$ cat src/design/uwp_pkg.sv
// uwp_pkg: constants and types of the uart wake-up power control block
// Notes on behaviour
// - transport layer comes up enabled after every reset, no handshake needed.
// - only the host disable command turns the transport layer off.
// - a disabled transport layer returns only through the wake-up handshake.
// - on disable: drain pending traffic, send confirmation, then switch uart off.
// - while disabled, a falling edge on cts wakes the block.
// - outgoing traffic is held while the transport layer is disabled.
// - traffic pending while disabled asserts rts and raises the host wake indicator.
// - after device wake and host rts, confirmation goes out before held traffic.
// - on host wake the uart is enabled, rts and wake indicator asserted.
// - host wake is also answered by an enabled confirmation; host waits for it.
// - six power states derived from uart state and radio activity; clock need follows from them.
// - uart defaults to 9600 baud, one stop bit, no parity; reconfigurable.
// - event level none, standard, or standard plus acl; standard by default.
// - stored operation mode selects command or automatic; automatic by default.
// - up to three default remote devices stored; count is zero by default.
// - mask of serial ports to open at start-up, only lowest port by default.
// - link lost when no packets arrive for the link timeout, 20 s default.
// - inquiry scan discoverable, not, or limited; defaults discoverable and connectable.
// - command-mode packets start with byte 0x02 and end with byte 0x03.
package uwp_pkg;

  localparam int          CLK_HZ      = 200_000_000;
  localparam int          SEC_TIME_S  = 1;
  localparam logic [31:0] SEC_CYCLES  = 32'(CLK_HZ * SEC_TIME_S);

  localparam logic [7:0]  ADR_STATUS  = 8'h00;
  localparam logic [7:0]  ADR_MODE    = 8'h04;
  localparam logic [7:0]  ADR_UART    = 8'h08;
  localparam logic [7:0]  ADR_DEFCNT  = 8'h0c;
  localparam logic [7:0]  ADR_PORTS   = 8'h10;
  localparam logic [7:0]  ADR_LINKTO  = 8'h14;

  localparam int          MODE_AUTO   = 0;
  localparam int          MODE_EV_LO  = 1;
  localparam int          MODE_INQ_LO = 3;
  localparam int          MODE_PAGE   = 5;
  localparam int          UART_STOP2  = 24;
  localparam int          UART_PAREN  = 25;
  localparam int          UART_PARODD = 26;

  localparam logic [23:0] BAUD_RST    = 24'h002580;
  localparam logic [1:0]  EV_NONE     = 2'h0;
  localparam logic [1:0]  EV_STD      = 2'h1;
  localparam logic [1:0]  EV_ACL      = 2'h2;
  localparam logic [1:0]  INQ_DISC    = 2'h0;
  localparam logic [1:0]  INQ_LIMITED = 2'h2;
  localparam logic [1:0]  DEFCNT_RST  = 2'h0;
  localparam logic [7:0]  PORTS_RST   = 8'h01;
  localparam logic [15:0] LINKTO_RST  = 16'h0014;

  localparam logic [7:0]  FRAME_START = 8'h02;
  localparam logic [7:0]  FRAME_END   = 8'h03;
  localparam logic [7:0]  PKT_CONFIRM = 8'h43;
  localparam logic [2:0]  FRAME_LEN   = 3'h7;

  typedef enum logic [2:0] {
    ST_ON       = 3'h0,
    ST_DRAIN    = 3'h1,
    ST_CFM_OFF  = 3'h2,
    ST_OFF      = 3'h3,
    ST_DEV_WAKE = 3'h4,
    ST_CFM_ON   = 3'h5
  } uwp_tl_t;

  typedef enum logic [2:0] {
    PS_ALL_OFF    = 3'h0,
    PS_UART_ONLY  = 3'h1,
    PS_SCAN_UOFF  = 3'h2,
    PS_SCAN_UON   = 3'h3,
    PS_LINK_UOFF  = 3'h4,
    PS_LINK_UON   = 3'h5
  } uwp_ps_t;

  typedef struct packed {
    logic       valid;
    logic [7:0] data;
  } uwp_byte_t;

  typedef struct packed {
    logic        auto_mode;
    logic [1:0]  ev_level;
    logic [1:0]  inq_scan;
    logic        page_conn;
    logic [23:0] baud;
    logic        stop2;
    logic        par_en;
    logic        par_odd;
    logic [1:0]  def_cnt;
    logic [7:0]  ports;
    logic [15:0] link_to_s;
  } uwp_cfg_t;

endpackage : uwp_pkg

$ cat src/design/uwp_ctrl.sv
// uwp_ctrl: transport-layer power control, wake handshake and stored settings
//
// The strobed register port and the address map were left to the implementer.
`timescale 1ns/100ps
`default_nettype none

module uwp_ctrl #(
  parameter logic [7:0]  OPC_TL_OFF = 8'h01,
  parameter logic [7:0]  OPC_TL_ON  = 8'h02,
  parameter logic [31:0] CYC_PER_SEC = uwp_pkg::SEC_CYCLES
) (
  // clock and reset
  input  wire logic              clk,
  input  wire logic              reset,
  // register port
  input  wire logic [7:0]        reg_addr,
  input  wire logic [31:0]       reg_wdata,
  input  wire logic              reg_wr,
  input  wire logic              reg_rd,
  output logic [31:0]            reg_rdata,
  // host pins
  input  wire logic              cts_n,
  output logic                   rts_n,
  output logic                   host_wake_indicator,
  // uart transmitter
  output uwp_pkg::uwp_byte_t     uart_tx,
  input  wire logic              uart_tx_ready,
  output logic                   uart_en,
  // firmware side
  input  wire uwp_pkg::uwp_byte_t fw_tx,
  output logic                   fw_tx_ready,
  input  wire logic              fw_buf_empty,
  input  wire logic              tl_off_cmd,
  input  wire logic [1:0]        radio_mode,
  input  wire logic              link_up,
  input  wire logic              pkt_rx,
  output logic                   link_lost,
  // power and settings
  output uwp_pkg::uwp_ps_t       power_state,
  output logic                   ref_clk_en,
  output uwp_pkg::uwp_cfg_t      cfg
);

  uwp_pkg::uwp_tl_t   st_ff;
  uwp_pkg::uwp_tl_t   nxt_st;
  uwp_pkg::uwp_byte_t otx_ff;
  uwp_pkg::uwp_cfg_t  cfg_ff;
  uwp_pkg::uwp_ps_t   ps;
  logic [2:0]         idx_ff;
  logic               cts_s1_ff;
  logic               cts_s2_ff;
  logic               cts_d_ff;
  logic               cts_fall;
  logic               rts_n_ff;
  logic               wake_ff;
  logic               load;
  logic               in_cfm;
  logic               src_valid;
  logic [7:0]         src_data;
  logic [7:0]         frm_opc;
  logic               frm_done;
  logic [31:0]        pre_ff;
  logic [15:0]        sec_ff;
  logic               lost_ff;
  logic [31:0]        rdata_ff;

  // byte of a short confirmation frame with empty payload
  function automatic logic [7:0] frame_byte(input logic [2:0] i,
                                            input logic [7:0] opc);
    logic [7:0] chk;
    chk = uwp_pkg::PKT_CONFIRM + opc;
    case (i)
      3'h0:    frame_byte = uwp_pkg::FRAME_START;
      3'h1:    frame_byte = uwp_pkg::PKT_CONFIRM;
      3'h2:    frame_byte = opc;
      3'h5:    frame_byte = chk;
      3'h6:    frame_byte = uwp_pkg::FRAME_END;
      default: frame_byte = 8'h00;
    endcase
  endfunction : frame_byte

  // reserved code 3 of a two-bit selector is refused
  function automatic logic legal2(input logic [1:0] v);
    legal2 = (v != 2'h3);
  endfunction : legal2

  // cts comes from the host pin: two flops before anything looks at it
  always_ff @(posedge clk or posedge reset)
  begin
    if (reset)
    begin
      cts_s1_ff <= 1'b1;
      cts_s2_ff <= 1'b1;
      cts_d_ff  <= 1'b1;
    end
    else
    begin
      cts_s1_ff <= cts_n;
      cts_s2_ff <= cts_s1_ff;
      cts_d_ff  <= cts_s2_ff;
    end
  end

  assign cts_fall = cts_d_ff & ~cts_s2_ff;

  assign in_cfm   = (st_ff == uwp_pkg::ST_CFM_OFF) || (st_ff == uwp_pkg::ST_CFM_ON);
  assign load     = ~otx_ff.valid | uart_tx_ready;
  assign frm_opc  = (st_ff == uwp_pkg::ST_CFM_OFF) ? OPC_TL_OFF : OPC_TL_ON;
  assign frm_done = (idx_ff == uwp_pkg::FRAME_LEN);

  // transport-layer state
  always_comb
  begin
    nxt_st = st_ff;
    case (st_ff)
      uwp_pkg::ST_ON:
        if (tl_off_cmd)
          nxt_st = uwp_pkg::ST_DRAIN;
      uwp_pkg::ST_DRAIN:
        if (fw_buf_empty && !fw_tx.valid)
          nxt_st = uwp_pkg::ST_CFM_OFF;
      uwp_pkg::ST_CFM_OFF:
        if (frm_done && load)
          nxt_st = uwp_pkg::ST_OFF;
      uwp_pkg::ST_OFF:
        if (cts_fall)
          nxt_st = uwp_pkg::ST_CFM_ON;
        else if (fw_tx.valid)
          nxt_st = uwp_pkg::ST_DEV_WAKE;
      uwp_pkg::ST_DEV_WAKE:
        if (!cts_s2_ff)
          nxt_st = uwp_pkg::ST_CFM_ON;
      uwp_pkg::ST_CFM_ON:
        if (frm_done && load)
          nxt_st = uwp_pkg::ST_ON;
      default:
        nxt_st = uwp_pkg::ST_ON;
    endcase
  end

  always_ff @(posedge clk or posedge reset)
  begin
    if (reset)
      st_ff <= uwp_pkg::ST_ON;
    else
      st_ff <= nxt_st;
  end

  // pins follow the next state so they change with it, not a cycle late
  always_ff @(posedge clk or posedge reset)
  begin
    if (reset)
    begin
      rts_n_ff <= 1'b0;
      wake_ff  <= 1'b1;
    end
    else
    begin
      rts_n_ff <= (nxt_st == uwp_pkg::ST_OFF) || (nxt_st == uwp_pkg::ST_CFM_OFF);
      wake_ff  <= (nxt_st != uwp_pkg::ST_OFF);
    end
  end

  assign rts_n               = rts_n_ff;
  assign host_wake_indicator = wake_ff;
  assign uart_en             = (st_ff != uwp_pkg::ST_OFF) && (st_ff != uwp_pkg::ST_DEV_WAKE);

  // outgoing byte source: firmware only while enabled, frames in confirm states
  always_comb
  begin
    src_valid = 1'b0;
    src_data  = 8'h00;
    if (in_cfm && !frm_done)
    begin
      src_valid = 1'b1;
      src_data  = frame_byte(idx_ff, frm_opc);
    end
    else if ((st_ff == uwp_pkg::ST_ON) || (st_ff == uwp_pkg::ST_DRAIN))
    begin
      src_valid = fw_tx.valid;
      src_data  = fw_tx.data;
    end
  end

  // held traffic waits in the firmware; nothing is dropped here
  assign fw_tx_ready = load &&
                       ((st_ff == uwp_pkg::ST_ON) || (st_ff == uwp_pkg::ST_DRAIN));

  always_ff @(posedge clk or posedge reset)
  begin
    if (reset)
      idx_ff <= 3'h0;
    else if (!in_cfm)
      idx_ff <= 3'h0;
    else if (load && !frm_done)
      idx_ff <= idx_ff + 3'h1;
    else if (load && frm_done)
      idx_ff <= 3'h0;
  end

  always_ff @(posedge clk or posedge reset)
  begin
    if (reset)
      otx_ff <= '0;
    else if (load)
    begin
      otx_ff.valid <= src_valid;
      otx_ff.data  <= src_data;
    end
  end

  assign uart_tx = otx_ff;

  // power state from uart activity and radio activity
  always_comb
  begin
    case (radio_mode)
      2'h0:    ps = uart_en ? uwp_pkg::PS_UART_ONLY : uwp_pkg::PS_ALL_OFF;
      2'h1:    ps = uart_en ? uwp_pkg::PS_SCAN_UON  : uwp_pkg::PS_SCAN_UOFF;
      default: ps = uart_en ? uwp_pkg::PS_LINK_UON  : uwp_pkg::PS_LINK_UOFF;
    endcase
  end

  // reference clock requested in every power state except PS_ALL_OFF
  assign power_state = ps;
  assign ref_clk_en  = (ps != uwp_pkg::PS_ALL_OFF);

  // link supervision: whole seconds without a packet
  always_ff @(posedge clk or posedge reset)
  begin
    if (reset)
    begin
      pre_ff <= 32'h0;
      sec_ff <= 16'h0;
    end
    else if (!link_up || pkt_rx)
    begin
      pre_ff <= 32'h0;
      sec_ff <= 16'h0;
    end
    else if (pre_ff == CYC_PER_SEC - 32'h1)
    begin
      pre_ff <= 32'h0;
      if (sec_ff != cfg_ff.link_to_s)
        sec_ff <= sec_ff + 16'h1;
    end
    else
      pre_ff <= pre_ff + 32'h1;
  end

  always_ff @(posedge clk or posedge reset)
  begin
    if (reset)
      lost_ff <= 1'b0;
    else
      lost_ff <= link_up && !pkt_rx && (cfg_ff.link_to_s != 16'h0) &&
                 (pre_ff == CYC_PER_SEC - 32'h1) &&
                 (sec_ff == cfg_ff.link_to_s - 16'h1);
  end

  assign link_lost = lost_ff;

  // stored start-up settings
  always_ff @(posedge clk or posedge reset)
  begin
    if (reset)
    begin
      cfg_ff.auto_mode <= 1'b1;
      cfg_ff.ev_level  <= uwp_pkg::EV_STD;
      cfg_ff.inq_scan  <= uwp_pkg::INQ_DISC;
      cfg_ff.page_conn <= 1'b1;
      cfg_ff.baud      <= uwp_pkg::BAUD_RST;
      cfg_ff.stop2     <= 1'b0;
      cfg_ff.par_en    <= 1'b0;
      cfg_ff.par_odd   <= 1'b0;
      cfg_ff.def_cnt   <= uwp_pkg::DEFCNT_RST;
      cfg_ff.ports     <= uwp_pkg::PORTS_RST;
      cfg_ff.link_to_s <= uwp_pkg::LINKTO_RST;
    end
    else if (reg_wr)
    begin
      case (reg_addr)
        uwp_pkg::ADR_MODE:
        begin
          cfg_ff.auto_mode <= reg_wdata[uwp_pkg::MODE_AUTO];
          if (legal2(reg_wdata[uwp_pkg::MODE_EV_LO +: 2]))
            cfg_ff.ev_level <= reg_wdata[uwp_pkg::MODE_EV_LO +: 2];
          if (legal2(reg_wdata[uwp_pkg::MODE_INQ_LO +: 2]))
            cfg_ff.inq_scan <= reg_wdata[uwp_pkg::MODE_INQ_LO +: 2];
          cfg_ff.page_conn <= reg_wdata[uwp_pkg::MODE_PAGE];
        end
        uwp_pkg::ADR_UART:
        begin
          cfg_ff.baud    <= reg_wdata[23:0];
          cfg_ff.stop2   <= reg_wdata[uwp_pkg::UART_STOP2];
          cfg_ff.par_en  <= reg_wdata[uwp_pkg::UART_PAREN];
          cfg_ff.par_odd <= reg_wdata[uwp_pkg::UART_PARODD];
        end
        uwp_pkg::ADR_DEFCNT:
          cfg_ff.def_cnt <= reg_wdata[1:0];
        uwp_pkg::ADR_PORTS:
          cfg_ff.ports <= reg_wdata[7:0];
        uwp_pkg::ADR_LINKTO:
          cfg_ff.link_to_s <= reg_wdata[15:0];
        default:
          cfg_ff.ports <= cfg_ff.ports;
      endcase
    end
  end

  assign cfg = cfg_ff;

  // read data stands for exactly one cycle; unmapped reads give zero
  always_ff @(posedge clk or posedge reset)
  begin
    if (reset)
      rdata_ff <= 32'h0;
    else if (!reg_rd)
      rdata_ff <= 32'h0;
    else
    begin
      case (reg_addr)
        uwp_pkg::ADR_STATUS:
          rdata_ff <= {21'h0, wake_ff, ~rts_n_ff, uart_en, 2'h0, ps, st_ff};
        uwp_pkg::ADR_MODE:
          rdata_ff <= {26'h0, cfg_ff.page_conn, cfg_ff.inq_scan,
                       cfg_ff.ev_level, cfg_ff.auto_mode};
        uwp_pkg::ADR_UART:
          rdata_ff <= {5'h0, cfg_ff.par_odd, cfg_ff.par_en, cfg_ff.stop2, cfg_ff.baud};
        uwp_pkg::ADR_DEFCNT:
          rdata_ff <= {30'h0, cfg_ff.def_cnt};
        uwp_pkg::ADR_PORTS:
          rdata_ff <= {24'h0, cfg_ff.ports};
        uwp_pkg::ADR_LINKTO:
          rdata_ff <= {16'h0, cfg_ff.link_to_s};
        default:
          rdata_ff <= 32'h0;
      endcase
    end
  end

  assign reg_rdata = rdata_ff;
endmodule : uwp_ctrl

`default_nettype wire

$ cat config.mk
export PLATFORM = sky130hd
export DESIGN_NAME = uwp_ctrl
export DESIGN_NICKNAME = d
export VERILOG_FILES = /design/src/design/uwp_pkg.sv /design/src/design/uwp_ctrl.sv
export SDC_FILE = /design/constraint.sdc
export NUM_CORES = 1
export LEC_CHECK = 0
export BUFFER_PORTS_ARGS = -buffer_cell sky130_fd_sc_hd__buf_2
export CORE_ASPECT_RATIO = 1.1
export CORE_MARGIN = 2
export CORE_UTILIZATION = 50
export CTS_CLUSTER_DIAMETER = 60
export DETAILED_ROUTE_END_ITERATION = 10
export PLACE_DENSITY = 0.85
export REMOVE_ABC_BUFFERS = 1
export SYNTH_ARGS = -nofsm -noshare
export SYNTH_HDL_FRONTEND = slang
export SYNTH_SLANG_ARGS = --single-unit
$ cat constraint.sdc
create_clock -name clk -period 16.2 [get_ports clk]
set_input_delay 3.24 -clock clk [delete_from_list [all_inputs] [get_ports clk]]
set_output_delay 3.24 -clock clk [all_outputs]
set_load 0.05 [all_outputs]
# After elaboration in Yosys (flattened, before gate mapping)

Cells that the tools add are included.

Flip-flop bits (word level): 160
Input bits: 61
Output and inout bits: 109
Logic and storage cells: 123

Add/sub/neg operators: 5
Equality and inequality tests: 27
Mux-type cells: 28
Bitwise gates (word level): 5
Reductions and logical operators: 34

Operators with widths:

| kind                    | number |
|---|---|
| $pmux W27 S6            | 1 |
| $mux W32                | 2 |
| $mux W16                | 3 |
| $pmux W8 S5             | 1 |
| $add A32 B1 Y32 const B | 1 |
| $eq A32 B28 Y1 const B  | 1 |
| $mux W3                 | 10 |
| $mux W27                | 1 |
| $pmux W3 S6             | 1 |
| $add A16 B1 Y16 const B | 1 |
| $eq A16 B16 Y1          | 1 |
| $eq A8 B4 Y1 const B    | 2 |
| $eq A8 B5 Y1 const B    | 2 |
| $mux W8                 | 2 |
| $ne A16 B16 Y1          | 1 |
| $reduce_bool A16 Y1     | 1 |
| $sub A16 B1 Y16 const B | 1 |
| $eq A3 B2 Y1 const B    | 5 |
| $eq A3 B3 Y1 const B    | 5 |
| $reduce_and A2 Y1       | 6 |
| $logic_and A1 B1 Y1     | 10 |
| $add A7 B2 Y8 const A   | 1 |
| $eq A8 B3 Y1 const B    | 1 |
| $logic_not A8 Y1        | 1 |
| other kinds (20)        | 38 |

# Logic depth before layout (Yosys ltp)

Depth in word-level cells: 7
Gate-level depth with buffers: 9

# Worst setup path before layout

Ideal clock, no wire load.

Path kind: input-to-output
From: input uart_tx_ready
To: output fw_tx_ready
Data arrival time: 4.860 ns
Path slack: 8.100 ns
Stages on the path: 3
Path buffers: 1
Cell sequence: nor2b_1 clkbuf_1 nor3_1

Word-level cells in the longest chain between the ends: 2

RTL lines:

| what                | RTL line        | RTL |
|---|---|---|
| from (decl)         | uwp_ctrl.sv:27  | `input wire logic uart_tx_ready,` |
| $or A1 B1 Y1        | uwp_ctrl.sv:107 | `assign load = ~otx_ff.valid \| uart_tx_ready;` |
| $logic_and A1 B1 Y1 | uwp_ctrl.sv:186 | `assign fw_tx_ready = load &&` |
| to (decl)           | uwp_ctrl.sv:31  | `output logic fw_tx_ready,` |

No other way between the ends.

# Worst setup path after layout

Same ends and word-level chain as after synthesis.

==> run_summary.xml <==
<?xml version="1.0" encoding="UTF-8"?>
<metrics>
  <group name="place">
    <metric name="place.gp.congestion" unit="">0.8861</metric>
    <metric name="port-buffer-count" unit="">159</metric>
    <metric name="place.detailed.hpwl" unit="mm">12.38</metric>
  </group>
  <group name="detailed_routing">
    <metric name="drt-pass1-iter-count" unit="">7</metric>
    <metric name="detail_route.drc_violations" unit="">0</metric>
    <metric name="wl_per_cell" unit="microns">17.48</metric>
    <metric name="drt-initial-drc-count" unit="">506</metric>
    <metric name="route.vias.total" unit="">5971</metric>
    <metric name="detail_route.vias_per_cell" unit="">5.780</metric>
    <metric name="antenna_violating_nets_post_route" unit="">0</metric>
    <metric name="drt_wl_total" unit="mm">18.06</metric>
  </group>
  <group name="grt">
    <metric name="grt_pass1_vias" unit="">5890</metric>
    <metric name="global_route_wire_length_before_repair" unit="mm">28.79</metric>
    <metric name="maximum_number_of_pins_on_one_net_before_global_route_repair" unit="">95</metric>
    <metric name="initial_antenna_violation_count" unit="">1</metric>
    <metric name="globalRoute.totalOverflow" unit="">0</metric>
    <metric name="grtUsageTotal" unit="%">22.91</metric>
  </group>
  <group name="worst_setup_path">
    <metric name="path_max_fanout" unit="">9</metric>
    <metric name="worstSetupStartpointType" unit="">primary input</metric>
    <metric name="path_class" unit="">primary input to primary output</metric>
    <metric name="cp-end-kind" unit="">primary output</metric>
    <metric name="timing.critical_path.required" unit="ns">12.96</metric>
    <metric name="critical_path_arrival" unit="ns">3.97</metric>
  </group>
  <group name="hold_path">
    <metric name="hold_class" unit="">flop to flop</metric>
  </group>
  <group name="timing">
    <metric name="timing.max_slew.rel_slack" unit="%">37.34</metric>
    <metric name="timing.fmax" unit="MHz">138.6</metric>
    <metric name="layout_worst_path_cycle_share" unit="%">44.53</metric>
    <metric name="fin_crit" unit="ns">7.213</metric>
    <metric name="tightest_slew" unit="ns">0.9398</metric>
    <metric name="totalNegativeSetupSlack" unit="ns">0</metric>
    <metric name="unrepaired_setup_endpoints_after_global_routing" unit="">no</metric>
    <metric name="setup_viol_count_final" unit="">0</metric>
    <metric name="fin_worst_skew" unit="ns">0.009387</metric>
    <metric name="max_slew_violation_count" unit="">0</metric>
    <metric name="final-hold-violation-count" unit="">0</metric>
  </group>
  <group name="power_and_ir_drop">
    <metric name="power_leakage" unit="nW">4.386</metric>
    <metric name="total_power" unit="W">0.001074</metric>
    <metric name="power.density" unit="nW/um^2">120.1</metric>
    <metric name="worst_ir_drop_vdd" unit="mV">0.07537</metric>
  </group>
  <group name="die">
    <metric name="die_height" unit="microns">132.0</metric>
    <metric name="ios" unit="">170</metric>
    <metric name="design.die.area" unit="sq um">15880</metric>
    <metric name="core_area" unit="sq um">14500</metric>
    <metric name="floorplan.initialDensity" unit="%">51.33</metric>
    <metric name="num_rows" unit="">46</metric>
    <metric name="die_width" unit="microns">120.3</metric>
  </group>
  <group name="run">
    <metric name="max_cap_violations" unit="">0</metric>
  </group>
  <group name="clock_tree">
    <metric name="clkTransAtPathRegs" unit="ns">0.06</metric>
    <metric name="cts_made_buffers" unit="">17</metric>
    <metric name="clk_latency" unit="ns">0.42</metric>
    <metric name="postCtsSetupBuffers" unit="">0</metric>
    <metric name="tritoncts_sink_count" unit="">155</metric>
    <metric name="hold_buffers" unit="">0</metric>
    <metric name="cts_root_buffer" unit="">sky130_fd_sc_hd__clkbuf_16</metric>
    <metric name="tritoncts" unit="">built</metric>
    <metric name="cts_htree_levels" unit="">4</metric>
    <metric name="cts_repair_resize_count" unit="">0</metric>
    <metric name="max-clock-path-buffers" unit="">2</metric>
  </group>
  <group name="logic_synthesis">
    <metric name="netlist_area" unit="sq um">7445</metric>
    <metric name="yosys_warnings" unit="">0</metric>
    <metric name="ffs_latches_synth" unit="">155</metric>
    <metric name="synth.avg_cell_area" unit="sq um">10.95</metric>
    <metric name="yosys_most_used_dff" unit="">sky130_fd_sc_hd__dfrtp_1</metric>
    <metric name="postSynth.asyncResetShare" unit="%">100.0</metric>
    <metric name="synthesis.instances" unit="">680</metric>
    <metric name="synth_cell_type_count" unit="">68</metric>
    <metric name="synth_enable_flop_cells" unit="">0</metric>
    <metric name="yosysSeqAreaShare" unit="%">52.34</metric>
  </group>
  <group name="final_layout">
    <metric name="layout.cells.most_common" unit="">sky130_fd_sc_hd__buf_2</metric>
    <metric name="final_cell_mix" unit="">sky130_fd_sc_hd__buf_2 (159), sky130_fd_sc_hd__dfrtp_1 (141), sky130_fd_sc_hd__nor2_1 (62), sky130_fd_sc_hd__mux2_2 (37), sky130_fd_sc_hd__nand2_1 (35)</metric>
    <metric name="layout-area-overhead-vs-synth" unit="%">20.20</metric>
    <metric name="finalCoreUtilization" unit="%">61.70</metric>
    <metric name="design.final.nets" unit="">897</metric>
    <metric name="drive_gt1_share" unit="%">31.43</metric>
  </group>
  <group name="outcome">
    <metric name="status" unit="">complete, no violations</metric>
  </group>
</metrics>
==> synth_stat cells, types with 3 or more instances <==
| cell | instances | area share [%] |
|---|---|---|
| sky130_fd_sc_hd__and3_1 | 18 | 1.5 |
| sky130_fd_sc_hd__clkbuf_1 | 28 | 1.4 |
| sky130_fd_sc_hd__and2_1 | 3 | 0.25 |
| sky130_fd_sc_hd__nor4_1 | 3 | 0.25 |
| sky130_fd_sc_hd__inv_1 | 17 | 0.86 |
| sky130_fd_sc_hd__or4_1 | 6 | 0.60 |
| sky130_fd_sc_hd__buf_2 | 4 | 0.27 |
| sky130_fd_sc_hd__and4_1 | 5 | 0.59 |
| sky130_fd_sc_hd__dfrtp_1 | 141 | 47 |
| sky130_fd_sc_hd__mux2_2 | 37 | 5.6 |
| sky130_fd_sc_hd__o21ai_0 | 25 | 1.7 |
| sky130_fd_sc_hd__dfstp_2 | 14 | 4.9 |
| sky130_fd_sc_hd__or3_1 | 16 | 1.3 |
| sky130_fd_sc_hd__nor3_1 | 13 | 0.87 |
| sky130_fd_sc_hd__nand3_1 | 25 | 1.7 |
| sky130_fd_sc_hd__nand3b_1 | 3 | 0.30 |
| sky130_fd_sc_hd__xor2_1 | 32 | 3.8 |
| sky130_fd_sc_hd__a21oi_1 | 29 | 1.9 |
| sky130_fd_sc_hd__o22a_1 | 4 | 0.47 |
| sky130_fd_sc_hd__nand2b_1 | 5 | 0.42 |
| sky130_fd_sc_hd__mux2_1 | 18 | 2.7 |
| sky130_fd_sc_hd__nand2_1 | 35 | 1.8 |
| sky130_fd_sc_hd__a222oi_1 | 11 | 1.5 |
| sky130_fd_sc_hd__nor3b_1 | 5 | 0.50 |
| sky130_fd_sc_hd__a22o_1 | 9 | 1.1 |
| sky130_fd_sc_hd__nor2_1 | 62 | 3.1 |
| sky130_fd_sc_hd__nand4_1 | 15 | 1.3 |
| sky130_fd_sc_hd__buf_4 | 6 | 0.60 |
| sky130_fd_sc_hd__nor2b_1 | 6 | 0.50 |
| sky130_fd_sc_hd__xnor2_1 | 21 | 2.5 |
| sky130_fd_sc_hd__a22oi_1 | 8 | 0.81 |
| sky130_fd_sc_hd__ha_1 | 9 | 1.5 |
==> logic make-up (layout without fill, tap and decap cells) <==
family / count (synthesis) / in the layout / synth area share [%]
AOI/OAI and AO/OA: 105 / 105 / 9.496
xor gates and xnor gates: 53 / 53 / 6.235
adders and majority gates: 9 / 9 / 1.513
buffers and inverters: 56 / 212 / 3.193
DFF: 155 / 155 / 52.34
muxes: 58 / 58 / 9.059
other: 1 / 6 / 0.05037
and+or+nand+nor: 243 / 243 / 18.12
==> registers in the layout, indices dropped and copies added, names as in the netlist, 3 cells and up <==
register	cells
st_ff	3
reg_rdata	27
cfg	59
uart_tx	9
idx_ff	3
pre_ff	32
sec_ff	16
==> per-stage QoR <==
| step | cells | cell area (sq um) | hold slack, ns | setup WS (ns) |
|---|---|---|---|---|
| 6_report | 1033 | 8949 | 0.3602 | 8.987 |
| 2_1_floorplan | 645 | 7286 | 0.3452 | 8.103 |
| 3_5_place_dp | 1000 | 8357 | 0.3534 | 8.991 |
| 3_3_place_gp | 1000 | 8357 | 0.3464 | 9.003 |
| 5_1_grt | 1033 | 8949 | 0.3634 | 8.903 |
| 4_1_cts | 1032 | 8946 | 0.3624 | 8.983 |
==> cell type report <==
class / count / area [sq um]
repair buffers: 163 / 825.8
flip-flops and latches: 155 / 3896
clock inverters: 11 / 118.9
fillers: 1145 / 5555
well taps: 192 / 240.2
inverters: 17 / 68.82
diodes: 1 / 2.502
clock buffers: 21 / 470.5
multi-input cells: 473 / 3326
==> worst max-delay path, cell delays in order <==
cell                      delay, ns
sky130_fd_sc_hd__buf_2         0.09
sky130_fd_sc_hd__nor2b_1       0.05
sky130_fd_sc_hd__nor3_1        0.13
sky130_fd_sc_hd__buf_4         0.19
sky130_fd_sc_hd__buf_2         0.27
==> routing by layer <==
layer | GRT usage [%] | vias up | wire length, microns
met5 | 0 | - | 0
met4 | 9.884 | 0 | 534
met3 | 6.964 | 40 | 1251
met2 | 38.76 | 233 | 9148
met1 | 26.92 | 2964 | 7124
li1 | - | 2734 | -
==> report_power, final <==
part           leakage [nW]  switching (W)  internal (W)
Combinational          2.02       0.000168     0.0000684
Clock                 0.281       0.000156      0.000238
Sequential             2.09      0.0000295      0.000414
Total                  4.39       0.000354      0.000721
==> final timing paths <==
path	startpoint	to	slack [ns]	cells past startpoint
setup reg to reg	pre_ff[0]$_DFF_PP0_	sec_ff[14]$_DFFE_PP0P_	12.82	7
setup / recovery	uart_tx_ready	fw_tx_ready	8.99	5
min in group asynchronous	reset	idx_ff[0]$_DFFE_PP0P_	2.95	2
hold / removal	cts_s1_ff$_DFF_PP1_	cts_s2_ff$_DFF_PP1_	0.36	0
max in group asynchronous	reset	cfg[15]$_DFFE_PP0P_	11.87	3
hold reg to reg	cts_s1_ff$_DFF_PP1_	cts_s2_ff$_DFF_PP1_	0.36	0
No activity file was read; power rests on OpenSTA's default activity.
